==> src/port_a_pkg.sv <==
// constants, types and register map of the port a gpio block
package port_a_pkg;
    localparam int ADDR_W = 3;
    localparam int DATA_W = 8;
    // register indices
    localparam logic [2:0] OFF_DATA = 3'h0;
    localparam logic [2:0] OFF_DIR = 3'h1;
    localparam logic [2:0] OFF_ANSEL = 3'h2;
    localparam logic [2:0] OFF_PULLUP = 3'h3;
    localparam logic [2:0] OFF_OPTION = 3'h4;
    localparam logic [2:0] OFF_IOC = 3'h5;
    localparam logic [2:0] OFF_BITOP = 3'h6;
    // implemented bit masks
    localparam logic [7:0] PORT_MASK = 8'h00ef;
    localparam logic [7:0] DATA_WR_MASK = 8'h00cf;
    localparam logic [7:0] DIR_WR_MASK = 8'h00cf;
    localparam logic [7:0] DIR_FORCE = 8'h0020;
    localparam logic [3:0] ANSEL_RESET = 4'h000f;
    localparam logic [7:0] PULLUP_MASK = 8'h002f;
    localparam logic [7:0] IOC_MASK = 8'h00f7;
    localparam logic [7:0] ALT1_MASK = 8'h00e7;
    localparam logic [7:0] ALT2_MASK = 8'h0064;
    localparam logic [7:0] DIR_RESET = 8'h00ef;
    localparam logic [7:0] PULLUP_RESET = 8'h002f;
    localparam logic [7:0] IOC_RESET = 8'h0000;
    localparam logic [7:0] LATCH_RESET = 8'h0000;
    localparam int OPT_GPU_BIT = 7;
    localparam logic OPT_GPU_RESET = 1'b1;
    localparam int PIN_MASTER_CLEAR_PIN = 5;
    localparam int PIN_OD = 7;
    localparam int BITOP_VAL = 3;
    localparam int FUSE_MASTER_CLEAR_PIN_BIT = 5;

    typedef struct packed {
        logic [ADDR_W-1:0] addr;
        logic [DATA_W-1:0] wdata;
        logic wr;
        logic rd;
    } reg_req_t;

    // per-pin alternate drivers, level 2 outranks level 1
    typedef struct packed {
        logic [7:0] en1;
        logic [7:0] val1;
        logic [7:0] en2;
        logic [7:0] val2;
    } alt_out_t;
endpackage

==> src/port_a_gpio.sv <==
// port a gpio: registers, pin drivers, pull-ups and output priority
//
// Our own choices: the strobed register port and the register offsets.
`timescale 1ns/1ps
module port_a_gpio (
    input wire logic clk,
    input wire logic resetn,
    input wire logic clkEn,
    input wire port_a_pkg::reg_req_t busReq,
    output logic [port_a_pkg::DATA_W-1:0] rdData,
    input wire logic [7:0] fuseWord,
    input wire port_a_pkg::alt_out_t altOut,
    input wire logic [7:0] pinIn,
    output logic [7:0] pinOut,
    output logic [7:0] pinOeN,
    output logic [7:0] pullupOn,
    output logic [7:0] digIn,
    output logic [7:0] changeEnable,
    output logic [3:0] analogMode
);
    import port_a_pkg::*;

    // returns the value of the highest enabled source
    function automatic logic prioSel(input logic portV, input logic e1,
                                     input logic v1, input logic e2,
                                     input logic v2);
        logic r;
        r = portV;
        if (e1) begin
            r = v1;
        end
        if (e2) begin
            r = v2;
        end
        return r;
    endfunction

    logic [7:0] latch_r;
    logic [7:0] dir_r;
    logic [3:0] ansel_r;
    logic [7:0] pullupEn_r;
    logic gpuDisable_r;
    logic [7:0] ioc_r;
    logic [7:0] sync1_r;
    logic [7:0] sync2_r;
    logic [7:0] rdData_r;
    logic [7:0] rdData_nxt;

    // address decode
    wire wrData = busReq.wr && busReq.addr == OFF_DATA;
    wire wrDir = busReq.wr && busReq.addr == OFF_DIR;
    wire wrAnsel = busReq.wr && busReq.addr == OFF_ANSEL;
    wire wrPullup = busReq.wr && busReq.addr == OFF_PULLUP;
    wire wrOption = busReq.wr && busReq.addr == OFF_OPTION;
    wire wrIoc = busReq.wr && busReq.addr == OFF_IOC;
    wire wrBitop = busReq.wr && busReq.addr == OFF_BITOP;

    // analog mask widened to the port; upper pins are digital only
    wire [7:0] analog8 = {4'h0, ansel_r};

    // synchronised levels, analog pins and the absent bit read as zero
    wire [7:0] pinLevels = sync2_r & ~analog8 & PORT_MASK;

    // direction as seen by software and drivers: pin5 is never an output
    wire [7:0] dirEff = (dir_r | DIR_FORCE) & PORT_MASK;

    // single-bit update built on the pin levels, then stored whole
    wire [2:0] bitSel = busReq.wdata[2:0];
    wire [7:0] bitMask = 8'h0001 << bitSel;
    wire [7:0] bitopVal = busReq.wdata[BITOP_VAL] ?
                          (pinLevels | bitMask) : (pinLevels & ~bitMask);

    // any alternate function claiming a pin
    wire [7:0] altActive = (altOut.en1 & ALT1_MASK) | (altOut.en2 & ALT2_MASK);

    // software-visible read mux, unmapped indices read zero
    always_comb begin
        rdData_nxt = 8'h0000;
        if (busReq.rd) begin
            case (busReq.addr)
                OFF_DATA: rdData_nxt = pinLevels;
                OFF_DIR: rdData_nxt = dirEff;
                OFF_ANSEL: rdData_nxt = {4'h0, ansel_r};
                OFF_PULLUP: rdData_nxt = pullupEn_r;
                OFF_OPTION: rdData_nxt = {gpuDisable_r, 7'h00};
                OFF_IOC: rdData_nxt = ioc_r;
                default: rdData_nxt = 8'h0000;
            endcase
        end
    end

    // two-stage synchroniser on the pad levels
    always_ff @(posedge clk or negedge resetn) begin
        if (!resetn) begin
            sync1_r <= 8'h0000;
            sync2_r <= 8'h0000;
        end else if (clkEn) begin
            sync1_r <= pinIn;
            sync2_r <= sync1_r;
        end
    end

    // output latch: plain write or pin-based bit update
    always_ff @(posedge clk or negedge resetn) begin
        if (!resetn) begin
            latch_r <= LATCH_RESET;
        end else if (clkEn) begin
            if (wrData) begin
                latch_r <= busReq.wdata & DATA_WR_MASK;
            end else if (wrBitop) begin
                latch_r <= bitopVal & DATA_WR_MASK;
            end
        end
    end

    // direction, analog select and pull-up enables
    always_ff @(posedge clk or negedge resetn) begin
        if (!resetn) begin
            dir_r <= DIR_RESET;
            ansel_r <= ANSEL_RESET;
            pullupEn_r <= PULLUP_RESET;
        end else if (clkEn) begin
            if (wrDir) begin
                dir_r <= (busReq.wdata & DIR_WR_MASK) | DIR_FORCE;
            end
            if (wrAnsel) begin
                ansel_r <= busReq.wdata[3:0];
            end
            if (wrPullup) begin
                pullupEn_r <= busReq.wdata & PULLUP_MASK;
            end
        end
    end

    // global pull-up disable and change-interrupt enables
    always_ff @(posedge clk or negedge resetn) begin
        if (!resetn) begin
            gpuDisable_r <= OPT_GPU_RESET;
            ioc_r <= IOC_RESET;
        end else if (clkEn) begin
            if (wrOption) begin
                gpuDisable_r <= busReq.wdata[OPT_GPU_BIT];
            end
            if (wrIoc) begin
                ioc_r <= busReq.wdata & IOC_MASK;
            end
        end
    end

    // read data stands only in the cycle after the strobe
    always_ff @(posedge clk or negedge resetn) begin
        if (!resetn) begin
            rdData_r <= 8'h0000;
        end else if (clkEn) begin
            rdData_r <= rdData_nxt;
        end
    end
    assign rdData = rdData_r;

    // per-pin priority mux; analog select does not gate outputs
    genvar gi;
    generate
        for (gi = 0; gi < 8; gi++) begin : g_pin
            assign pinOut[gi] = prioSel(latch_r[gi],
                                        altOut.en1[gi] & ALT1_MASK[gi],
                                        altOut.val1[gi],
                                        altOut.en2[gi] & ALT2_MASK[gi],
                                        altOut.val2[gi]);
        end
    endgenerate

    // drivers follow the direction bits; the open-drain pin only sinks,
    // so a high value releases it instead of driving the supply
    always_comb begin
        pinOeN = dirEff | ~PORT_MASK;
        pinOeN[PIN_OD] = dirEff[PIN_OD] | pinOut[PIN_OD];
    end

    // weak pull-ups; the master-clear pull-up ignores software
    always_comb begin
        // the global bit is replicated: a bare one-bit term would gate pin 0 only
        pullupOn = {8{~gpuDisable_r}} & ~altActive & dirEff & pullupEn_r
                   & ~analog8 & PULLUP_MASK;
        pullupOn[PIN_MASTER_CLEAR_PIN] = fuseWord[FUSE_MASTER_CLEAR_PIN_BIT];
    end

    // digital inputs for peripherals and the change detector
    assign digIn = pinLevels;
    assign changeEnable = ioc_r & ~analog8;
    assign analogMode = ansel_r;

    // checks on the rules this block keeps

    property p_dir5_reads_one;
        @(posedge clk) disable iff (!resetn)
        (clkEn && busReq.rd && busReq.addr == OFF_DIR) |=> rdData[5];
    endproperty
    a_dir5_reads_one: assert property (p_dir5_reads_one)
        else $error("pin5 direction read back as zero");

    property p_dir_enables_driver;
        @(posedge clk) disable iff (!resetn)
        (clkEn && wrDir && !busReq.wdata[0]) |=> !pinOeN[0];
    endproperty
    a_dir_enables_driver: assert property (p_dir_enables_driver)
        else $error("cleared direction did not enable the driver");

    property p_latch_write;
        @(posedge clk) disable iff (!resetn)
        (clkEn && wrData) |=>
            pinOut[3] == $past(busReq.wdata[3]);
    endproperty
    a_latch_write: assert property (p_latch_write)
        else $error("latch write did not reach pin3 output");

    property p_bitop_store;
        @(posedge clk) disable iff (!resetn)
        (clkEn && wrBitop && busReq.wdata[2:0] == 3'h0) |=>
            latch_r[0] == $past(busReq.wdata[BITOP_VAL]);
    endproperty
    a_bitop_store: assert property (p_bitop_store)
        else $error("bit update stored wrong value");

    property p_analog_reads_zero;
        @(posedge clk) disable iff (!resetn)
        (clkEn && busReq.rd && busReq.addr == OFF_DATA && ansel_r[0])
            |=> !rdData[0];
    endproperty
    a_analog_reads_zero: assert property (p_analog_reads_zero)
        else $error("analog pin read as one");

    property p_sync_latency;
        @(posedge clk) disable iff (!resetn)
        (clkEn && $past(clkEn) && $past(clkEn, 2) && busReq.rd
            && busReq.addr == OFF_DATA) |=> rdData[7:6] == $past(pinIn[7:6], 3);
    endproperty
    a_sync_latency: assert property (p_sync_latency)
        else $error("pin read latency not two stages");

    property p_od_never_high;
        @(posedge clk) disable iff (!resetn)
        !pinOeN[PIN_OD] |-> (!dir_r[PIN_OD]
            && !(altOut.en1[PIN_OD] ? altOut.val1[PIN_OD] : latch_r[PIN_OD]));
    endproperty
    a_od_never_high: assert property (p_od_never_high)
        else $error("open-drain pin drove high");

    property p_pullup_cond;
        @(posedge clk) disable iff (!resetn)
        pullupOn[0] |-> (dirEff[0] && pullupEn_r[0] && !ansel_r[0]
                         && !gpuDisable_r && !altOut.en1[0]);
    endproperty
    a_pullup_cond: assert property (p_pullup_cond)
        else $error("pin0 pull-up on without its conditions");

    property p_no_pullup_upper;
        @(posedge clk) disable iff (!resetn)
        pullupOn[7:6] == 2'b00 && !pullupOn[4];
    endproperty
    a_no_pullup_upper: assert property (p_no_pullup_upper)
        else $error("pull-up on a pin that has none");

    property p_master_clear_pin_pullup;
        @(posedge clk) disable iff (!resetn)
        pullupOn[PIN_MASTER_CLEAR_PIN] == fuseWord[FUSE_MASTER_CLEAR_PIN_BIT];
    endproperty
    a_master_clear_pin_pullup: assert property (p_master_clear_pin_pullup)
        else $error("pin5 pull-up does not follow the fuse");

    property p_priority6;
        @(posedge clk) disable iff (!resetn)
        altOut.en2[6] |-> pinOut[6] == altOut.val2[6];
    endproperty
    a_priority6: assert property (p_priority6)
        else $error("pin6 top function lost the pin");

    property p_pin5_never_drives;
        @(posedge clk) disable iff (!resetn)
        pinOeN[PIN_MASTER_CLEAR_PIN] && pinOeN[4];
    endproperty
    a_pin5_never_drives: assert property (p_pin5_never_drives)
        else $error("input-only or absent pin driven");

    property p_ioc_analog;
        @(posedge clk) disable iff (!resetn)
        ansel_r[1] |-> !changeEnable[1];
    endproperty
    a_ioc_analog: assert property (p_ioc_analog)
        else $error("change detect left on for analog pin");

    // register state seen at the first edge after each reset release
    property p_dir_reset;
        @(posedge clk) disable iff (!resetn)
        $rose(resetn) |-> dir_r == DIR_RESET;
    endproperty
    a_dir_reset: assert property (p_dir_reset)
        else $error("direction bits not all inputs after reset");

    property p_ansel_reset;
        @(posedge clk) disable iff (!resetn)
        $rose(resetn) |-> ansel_r == ANSEL_RESET;
    endproperty
    a_ansel_reset: assert property (p_ansel_reset)
        else $error("analog select not analog after reset");

    property p_ioc_reset;
        @(posedge clk) disable iff (!resetn)
        $rose(resetn) |-> ioc_r == 8'h00;
    endproperty
    a_ioc_reset: assert property (p_ioc_reset)
        else $error("change enables set after reset");

    property p_gpu_reset;
        @(posedge clk) disable iff (!resetn)
        $rose(resetn) |-> gpuDisable_r;
    endproperty
    a_gpu_reset: assert property (p_gpu_reset)
        else $error("global pull-up disable clear after reset");

    // pull-up gating by the global bit and by direction
    property p_global_pullup;
        @(posedge clk) disable iff (!resetn)
        gpuDisable_r |-> pullupOn[3:0] == 4'h0;
    endproperty
    a_global_pullup: assert property (p_global_pullup)
        else $error("pull-up on while globally disabled");

    property p_output_no_pullup;
        @(posedge clk) disable iff (!resetn)
        !dirEff[3] |-> !pullupOn[3];
    endproperty
    a_output_no_pullup: assert property (p_output_no_pullup)
        else $error("pin3 pull-up on while it is an output");

    // read path and digital inputs
    property p_data_bit4;
        @(posedge clk) disable iff (!resetn)
        (clkEn && busReq.rd && busReq.addr == OFF_DATA)
            |=> !rdData[4];
    endproperty
    a_data_bit4: assert property (p_data_bit4)
        else $error("absent data bit read as one");

    property p_digin_analog;
        @(posedge clk) disable iff (!resetn)
        ansel_r[2] |-> !digIn[2];
    endproperty
    a_digin_analog: assert property (p_digin_analog)
        else $error("analog pin2 gave a digital one");

    property p_ioc_digital;
        @(posedge clk) disable iff (!resetn)
        !ansel_r[0] |-> changeEnable[0] == ioc_r[0];
    endproperty
    a_ioc_digital: assert property (p_ioc_digital)
        else $error("pin0 change enable lost while digital");

    // register writes and the driver they control
    property p_dir_write;
        @(posedge clk) disable iff (!resetn)
        (clkEn && wrDir) |=>
            pinOeN[1] == $past(busReq.wdata[1]);
    endproperty
    a_dir_write: assert property (p_dir_write)
        else $error("pin1 driver does not follow its direction bit");

    property p_ioc_write;
        @(posedge clk) disable iff (!resetn)
        (clkEn && wrIoc) |=>
            ioc_r == ($past(busReq.wdata) & 8'hf7);
    endproperty
    a_ioc_write: assert property (p_ioc_write)
        else $error("change enable write stored wrong bits");

    property p_analog_drive;
        @(posedge clk) disable iff (!resetn)
        (ansel_r[1] && !dir_r[1]) |-> !pinOeN[1];
    endproperty
    a_analog_drive: assert property (p_analog_drive)
        else $error("analog select stopped a digital driver");

    // output priority below the top function
    property p_priority2;
        @(posedge clk) disable iff (!resetn)
        (altOut.en1[2] && !altOut.en2[2]) |-> pinOut[2] == altOut.val1[2];
    endproperty
    a_priority2: assert property (p_priority2)
        else $error("pin2 middle function lost the pin");

    property p_port_lowest;
        @(posedge clk) disable iff (!resetn)
        !altOut.en1[0] |-> pinOut[0] == latch_r[0];
    endproperty
    a_port_lowest: assert property (p_port_lowest)
        else $error("pin0 port latch not on the pin");

    // a low clock enable holds the latch and the synchroniser
    property p_clken_freeze;
        @(posedge clk) disable iff (!resetn)
        !clkEn |=> $stable(latch_r) && $stable(sync2_r);
    endproperty
    a_clken_freeze: assert property (p_clken_freeze)
        else $error("state moved while clock enable low");
endmodule

==> config.mk <==
export PLATFORM = sky130hd
export DESIGN_NAME = port_a_gpio
export DESIGN_NICKNAME = d
export VERILOG_FILES = /design/src/port_a_pkg.sv /design/src/port_a_gpio.sv
export SDC_FILE = /design/constraint.sdc
export NUM_CORES = 1
export LEC_CHECK = 0
export ABC_CLOCK_PERIOD_IN_PS = 1600
export BUFFER_PORTS_ARGS = -buffer_cell sky130_fd_sc_hd__buf_2
export CAP_MARGIN = 15
export CORE_UTILIZATION = 44
export DETAILED_ROUTE_END_ITERATION = 8
export PLACE_DENSITY = 0.86
export SLEW_MARGIN = 20
export SYNTH_ARGS = -nofsm -noshare
export SYNTH_HDL_FRONTEND = slang
export SYNTH_SLANG_ARGS = --single-unit
export TNS_END_PERCENT = 20
==> constraint.sdc <==
create_clock -name clk -period 1.6 [get_ports clk]
set_clock_uncertainty 0.2 [all_clocks]
set_input_delay 0 -clock clk [delete_from_list [all_inputs] [get_ports clk]]
set_output_delay 0 -clock clk [all_outputs]
set_load 0.01 [all_outputs]
## After elaboration in Yosys (flattened, before gate mapping)

Index checks and enable logic that the tools add are counted.

- Eq/ne operators: 6
- Shift-type cells: 1
- Multiplexer cells: 14
- Bitwise gates (word level): 14
- Reductions and logical operators: 15

Operators by type and width:

| operator | number |
|---|---|
| one-hot mux 8 bit (6 select lines) | 1 |
| two-way mux 8 bit | 4 |
| bitwise AND 8 bit | 3 |
| bitwise AND 4 bit | 4 |
| AND reduction 2 bit | 6 |
| == test 3 bit (second input constant) | 3 |
| two-way mux 1 bit | 9 |
| inverter 4 -> 8 bit | 1 |
| inverter 8 bit | 1 |
| OR 8 bit | 1 |
| << shifter 1 x 3 -> 8 bit (first input constant) | 1 |
| logical AND 1 bit | 7 |
| == test 3 x 2 -> 1 bit (second input constant) | 2 |
| inverter 4 bit | 1 |
| == test 3 x 1 -> 1 bit (second input constant) | 1 |
| zero test 3 bit | 1 |
| OR 3 bit | 1 |
| nonzero test 2 bit | 1 |
| inverter 1 bit | 1 |
| OR 1 bit | 1 |

- Register bits: 55
- Output and inout bits: 52
- Word-level logic and storage cells: 59

## Logic depth before layout (Yosys ltp)

- Depth in word-level cells: 6
- Mapped depth: 6

## Least setup slack after synthesis

Ideal clock, no wire load.

- Kind: register to register
- From: register ansel_r[3], in the netlist analogMode[3]
- To: register rdData_r[3], in the netlist rdData[3]
- Arrival: 1.246 ns
- Data required time: 1.263 ns
- Setup slack: 0.017 ns
- Stages on the path, launching flop included: 5
- Buffers on the path: 0
- Period minus slack after synthesis: 1.583 ns
- Cell sequence: dfstp_2 > nor2b_1 > mux4_2 > nand3_1 > o21ai_0

- Longest elaborated chain between the ends: 4

RTL lines:

| what | line | RTL |
|---|---|---|
| from (decl) | port_a_gpio.sv:40 | `logic [3:0] ansel_r;` |
| from (signal assigned) | port_a_gpio.sv:127 | `ansel_r <= busReq.wdata[3:0];` |
| inverter 4 -> 8 bit | port_a_gpio.sv:62 | `wire [7:0] pinLevels = sync2_r & ~analog8 & PORT_MASK;` |
| bitwise AND 8 bit | port_a_gpio.sv:62 |  |
| net digIn[3] | port_a_gpio.sv:17 | `output logic [7:0] digIn,` |
| one-hot mux 8 bit (6 select lines) | port_a_gpio.sv:80 | `case (busReq.addr)` |
| two-way mux 8 bit | port_a_gpio.sv:79 | `if (busReq.rd) begin` |
| to (signal assigned) | port_a_gpio.sv:155 | `rdData_r <= rdData_nxt;` |
| to (decl) | port_a_gpio.sv:46 | `logic [7:0] rdData_r;` |

The timed path passes the listed nets, and every way through them passes these cells.
A chain may end at the register's enable or synchronous reset.

## Worst setup path after layout

- From: register latch_r[7]
- To: output pinOeN[7]

- Longest elaborated chain between the ends: 2

RTL lines:

| what | line | RTL |
|---|---|---|
| from (decl) | port_a_gpio.sv:38 | `logic [7:0] latch_r;` |
| from (signal assigned) | port_a_gpio.sv:109 | `latch_r <= busReq.wdata & DATA_WR_MASK;` |
| from (signal assigned) | port_a_gpio.sv:111 | `latch_r <= bitopVal & DATA_WR_MASK;` |
| two-way mux 1 bit | port_a_gpio.sv:29 | `if (e1) begin` |
| OR 1 bit | port_a_gpio.sv:176 | `pinOeN[PIN_OD] = dirEff[PIN_OD] \| pinOut[PIN_OD];` |
| to (decl) | port_a_gpio.sv:15 | `output logic [7:0] pinOeN,` |

Every way passes these cells.

==> impl_metrics.csv <==
group,metric,value,unit
run_status,status,"finished with violations",
run_status,failed_checks,"hold timing",
routing,wirelength_met1,2880,µm
routing,wire_per_inst,15.5,µm
placed_design,placement.cell_area,3200,µm²
setup_path,cp.arrival,1.38,ns
clock_network,cts_buffer_depth,2,
global_route,grt_util_all_layers,20.8,%
yosys,yosysSeqAreaShare,46.4,%
pwr,seq_power_share,51.0,%
hold_path,min_path_type,"input pin to register",
global_route,number_of_global_route_vias_before_repair,2053,
finish,drive_above_1_share,50.9,%
yosys,async_flop_share,100,%
pwr,power.switching,1100,µW
routing,dr.pass1.iters,4,
setup_path,r2r.worst_path.cells,4,
setup_path,critPathSlowestCell,"sky130_fd_sc_hd__dfrtp_1",
setup_path,worst_r2r_endpoint,"rdData[3]$_DFFE_PN0P_",
global_route,grt_antenna_before_repair,0,
timing,timing.fmax,0.634,GHz
die,initial_core_util,46.3,%
die,design.die.area,6670,µm²
setup_path,worst-r2r-setup-slack,0.07,ns
routing,route.met3.wl,413,µm
timing,worst_hold_slack,-0.0260,ns
finish,layout.cells.most_common,"sky130_fd_sc_hd__buf_2",
pwr,comb_power_share,28.0,%
yosys,synth_seq_cells,51,
clock_network,ctsRootBufferMaster,"sky130_fd_sc_hd__clkbuf_8",
yosys,synth_top_cell_by_area,"sky130_fd_sc_hd__dfrtp_1",
setup_path,critPathLaunchType,"register",
yosys,postSynth.topFlopCell,"sky130_fd_sc_hd__dfrtp_1",
timing,finalCritPeriodShare,98.5,%
pwr,peakVddDrop,495,µV
pwr,clockPowerShare,21.0,%
yosys,synthesis.area_per_instance,11.2,µm²
routing,detail_route.wirelength,6510,µm
yosys,synth_area,2790,µm²
die,row_count,28,
routing,first_iter_violations,94,
setup_path,cells_along_the_critical_path,"mux2_2, or2_2, buf_6",
finish,finish.net_count,409,
yosys,post_synth_top_area_share,31.4,%
routing,dr.max_layer_used,"met4",
pwr,p_int,2430,µW
placed_design,globalplace.congestion,0.886,
clock_network,clk_latency,0.31,ns
yosys,synth_cells,249,
setup_path,worstSetupPathType,"register to primary output",
finish,most_frequent_cells_in_the_layout,"sky130_fd_sc_hd__buf_2 (82), sky130_fd_sc_hd__mux2_2 (41), sky130_fd_sc_hd__dfrtp_1 (35)",
finish,flow.area_growth_from_synthesis,25.9,%
pwr,pwr_density_cell,1000,nW/µm²
global_route,grt_remaining_overflow,0,
setup_path,worst_setup_end_kind,"primary output",
setup_path,timing.critical_path.fanout_max,2,
run,cap_viol_max_count,0,
hold_path,worst_hold_startpoint,"busReq[10]",
pwr,total_leakage_power,0.00164,µW
clock_network,clock-sinks,51,
finish,layout.core_utilization,58.3,%
routing,viasPerCell,5.19,
setup_path,crit_required,1.40,ns
clock_network,cts_setup_buffers,0,
die,die_x,81.7,µm
routing,vias,2183,
routing,met2_wirelength,3140,µm
pwr,netSwitchingFraction,31.1,%
timing,report.final.hold_viol_count,5,
hold_path,worstHoldEndpoint,"latch_r[2]$_DFFE_PN0P_",
timing,setup_viol_count_final,0,
yosys,yosysWarningCount,0,
clock_network,cts_tree,"yes",
finish,insertedDiodeCount,0,
yosys,synth_edf_count,0,
placed_design,dp.final_hpwl,4710,µm
finish,final_cell_area,3510,µm²
placed_design,placement.io_buffers,83,
timing,finalMaxSlewViolations,0,
clock_network,cts_buffers,5,
yosys,yosys-top-cells-area,"sky130_fd_sc_hd__dfrtp_1 (31%), sky130_fd_sc_hd__mux2_2 (17%), sky130_fd_sc_hd__dfstp_2 (15%)",
global_route,first_pass_grt_wire_length,10400,µm
timing,rsz_0062_raised_after_global_routing,"yes",
clock_network,cts.reportedPaths.clkPinSlew,0.10,ns
setup_path,rr_startpoint,"analogMode[3]$_DFFE_PN1P_",
timing,final_period_minus_worst_setup_slack,1.58,ns
routing,postRouteAntennaNets,0,
setup_path,timing.critical_path.slowest_cell_delay,0.39,ns
clock_network,cts_max_level,2,
die,total_core_area,6030,µm²
routing,detail_route.drc_violations,0,
global_route,largest_net_degree_at_the_start_of_global_routing,52,
die,boundaryPins,116,
yosys,yosys.cell_types.count,38,
hold_path,holdPathStages,3,
die,floorplan.die.height,81.7,µm
final cells by class:
| class | count | area, µm² |
|---|---|---|
| fillers | 525 | 2510 |
| flip-flops and latches | 51 | 1300 |
| multi-input cells | 162 | 1260 |
| repair buffers | 119 | 757 |
| well taps | 75 | 93.8 |
| clock buffers | 5 | 68.8 |
| inverters | 6 | 22.5 |
| clock inverters | 3 | 20.0 |
cells by family after synthesis:
group / Yosys count / synth area share, %
AND/OR/NAND/NOR: 67 / 13.5
buffers and inverters: 42 / 9.55
multiplexers: 52 / 21.4
AO/OA/AOI/OAI: 35 / 8.87
flip-flops: 51 / 46.4
other: 2 / 0.269
critical path: cells and delay by family (launching register included):
family,cells,cell delay (ns)
buf+inv,1,0.12
flops,1,0.39
mux,1,0.26
simple gates,1,0.28
state kept, by name (all words and copies together), names as in the netlist:
| signal | flops |
|---|---|
| rdData | 8 |
| latch_r | 6 |
| ioc_r | 7 |
| analogMode | 4 |
| dir_r | 6 |
| sync2_r | 7 |
| pullupEn_r | 5 |
| gpuDisable_r | 1 |
| sync1_r | 7 |
per-layer routing:
metal | vias up | global-route usage, %
li1 | 1036 | -
met3 | 13 | 4.44
met2 | 87 | 34.4
met1 | 1047 | 27.8
met5 | - | 0
met4 | 0 | 5.44
per-stage QoR:
step	setup TNS (ns)	hold WS, ns	cells	setup WS [ns]	total power, µW
floorplan	0	-0.496	255	0.0174	2440
global placement	0	-0.200	392	0.0751	2710
detailed placement	0	-0.200	392	0.0715	2770
CTS	0	-0.0273	421	0.0125	3550
global route	-0.0310	-0.0171	421	-0.0310	3740
finish	0	-0.0260	421	0.0238	3530
Yosys cell counts, drive strengths merged, types with 3 or more instances:
cell type,instances
mux2,41
dfrtp,35
buf,28
dfstp,16
nand2,14
nor2b,12
nor2,11
mux2i,9
clkbuf,8
o21ai,8
inv,6
nand3,6
a21oi,5
nand2b,5
nor3b,5
o22ai,5
a211oi,4
a21o,4
nor3,4
a22oi,3
o221ai,3
power by group through the flow:
stage	clock network [µW]	registers [µW]	logic, µW
3_5_place_dp	0	1820	944
2_1_floorplan	0	1770	668
3_3_place_gp	0	1810	907
4_1_cts	759	1800	987
6_report	740	1800	988
5_1_grt	815	1830	1090
repair_timing:
item	4_1_cts	5_1_grt
setup endpoints to repair	0	8
hold endpoints to repair	91	2
hold buffers	21	1
gates resized for setup	0	2
worst max-delay path by stage:
stage	startpoint	slack [ns]	cells past startpoint	endpoint
6_report	latch_r[7]$_DFFE_PN0P_	0.02	3	pinOeN[7]
3_5_place_dp	analogMode[3]$_DFFE_PN1P_	0.07	4	rdData[3]$_DFFE_PN0P_
3_3_place_gp	busReq[1]	0.08	5	latch_r[6]$_DFFE_PN0P_
4_1_cts	latch_r[7]$_DFFE_PN0P_	0.01	3	pinOeN[7]
5_1_grt	latch_r[7]$_DFFE_PN0P_	-0.03	3	pinOeN[7]
2_1_floorplan	analogMode[3]$_DFFE_PN1P_	0.02	4	rdData[3]$_DFFE_PN0P_
Power figures use the tool's default switching activity.
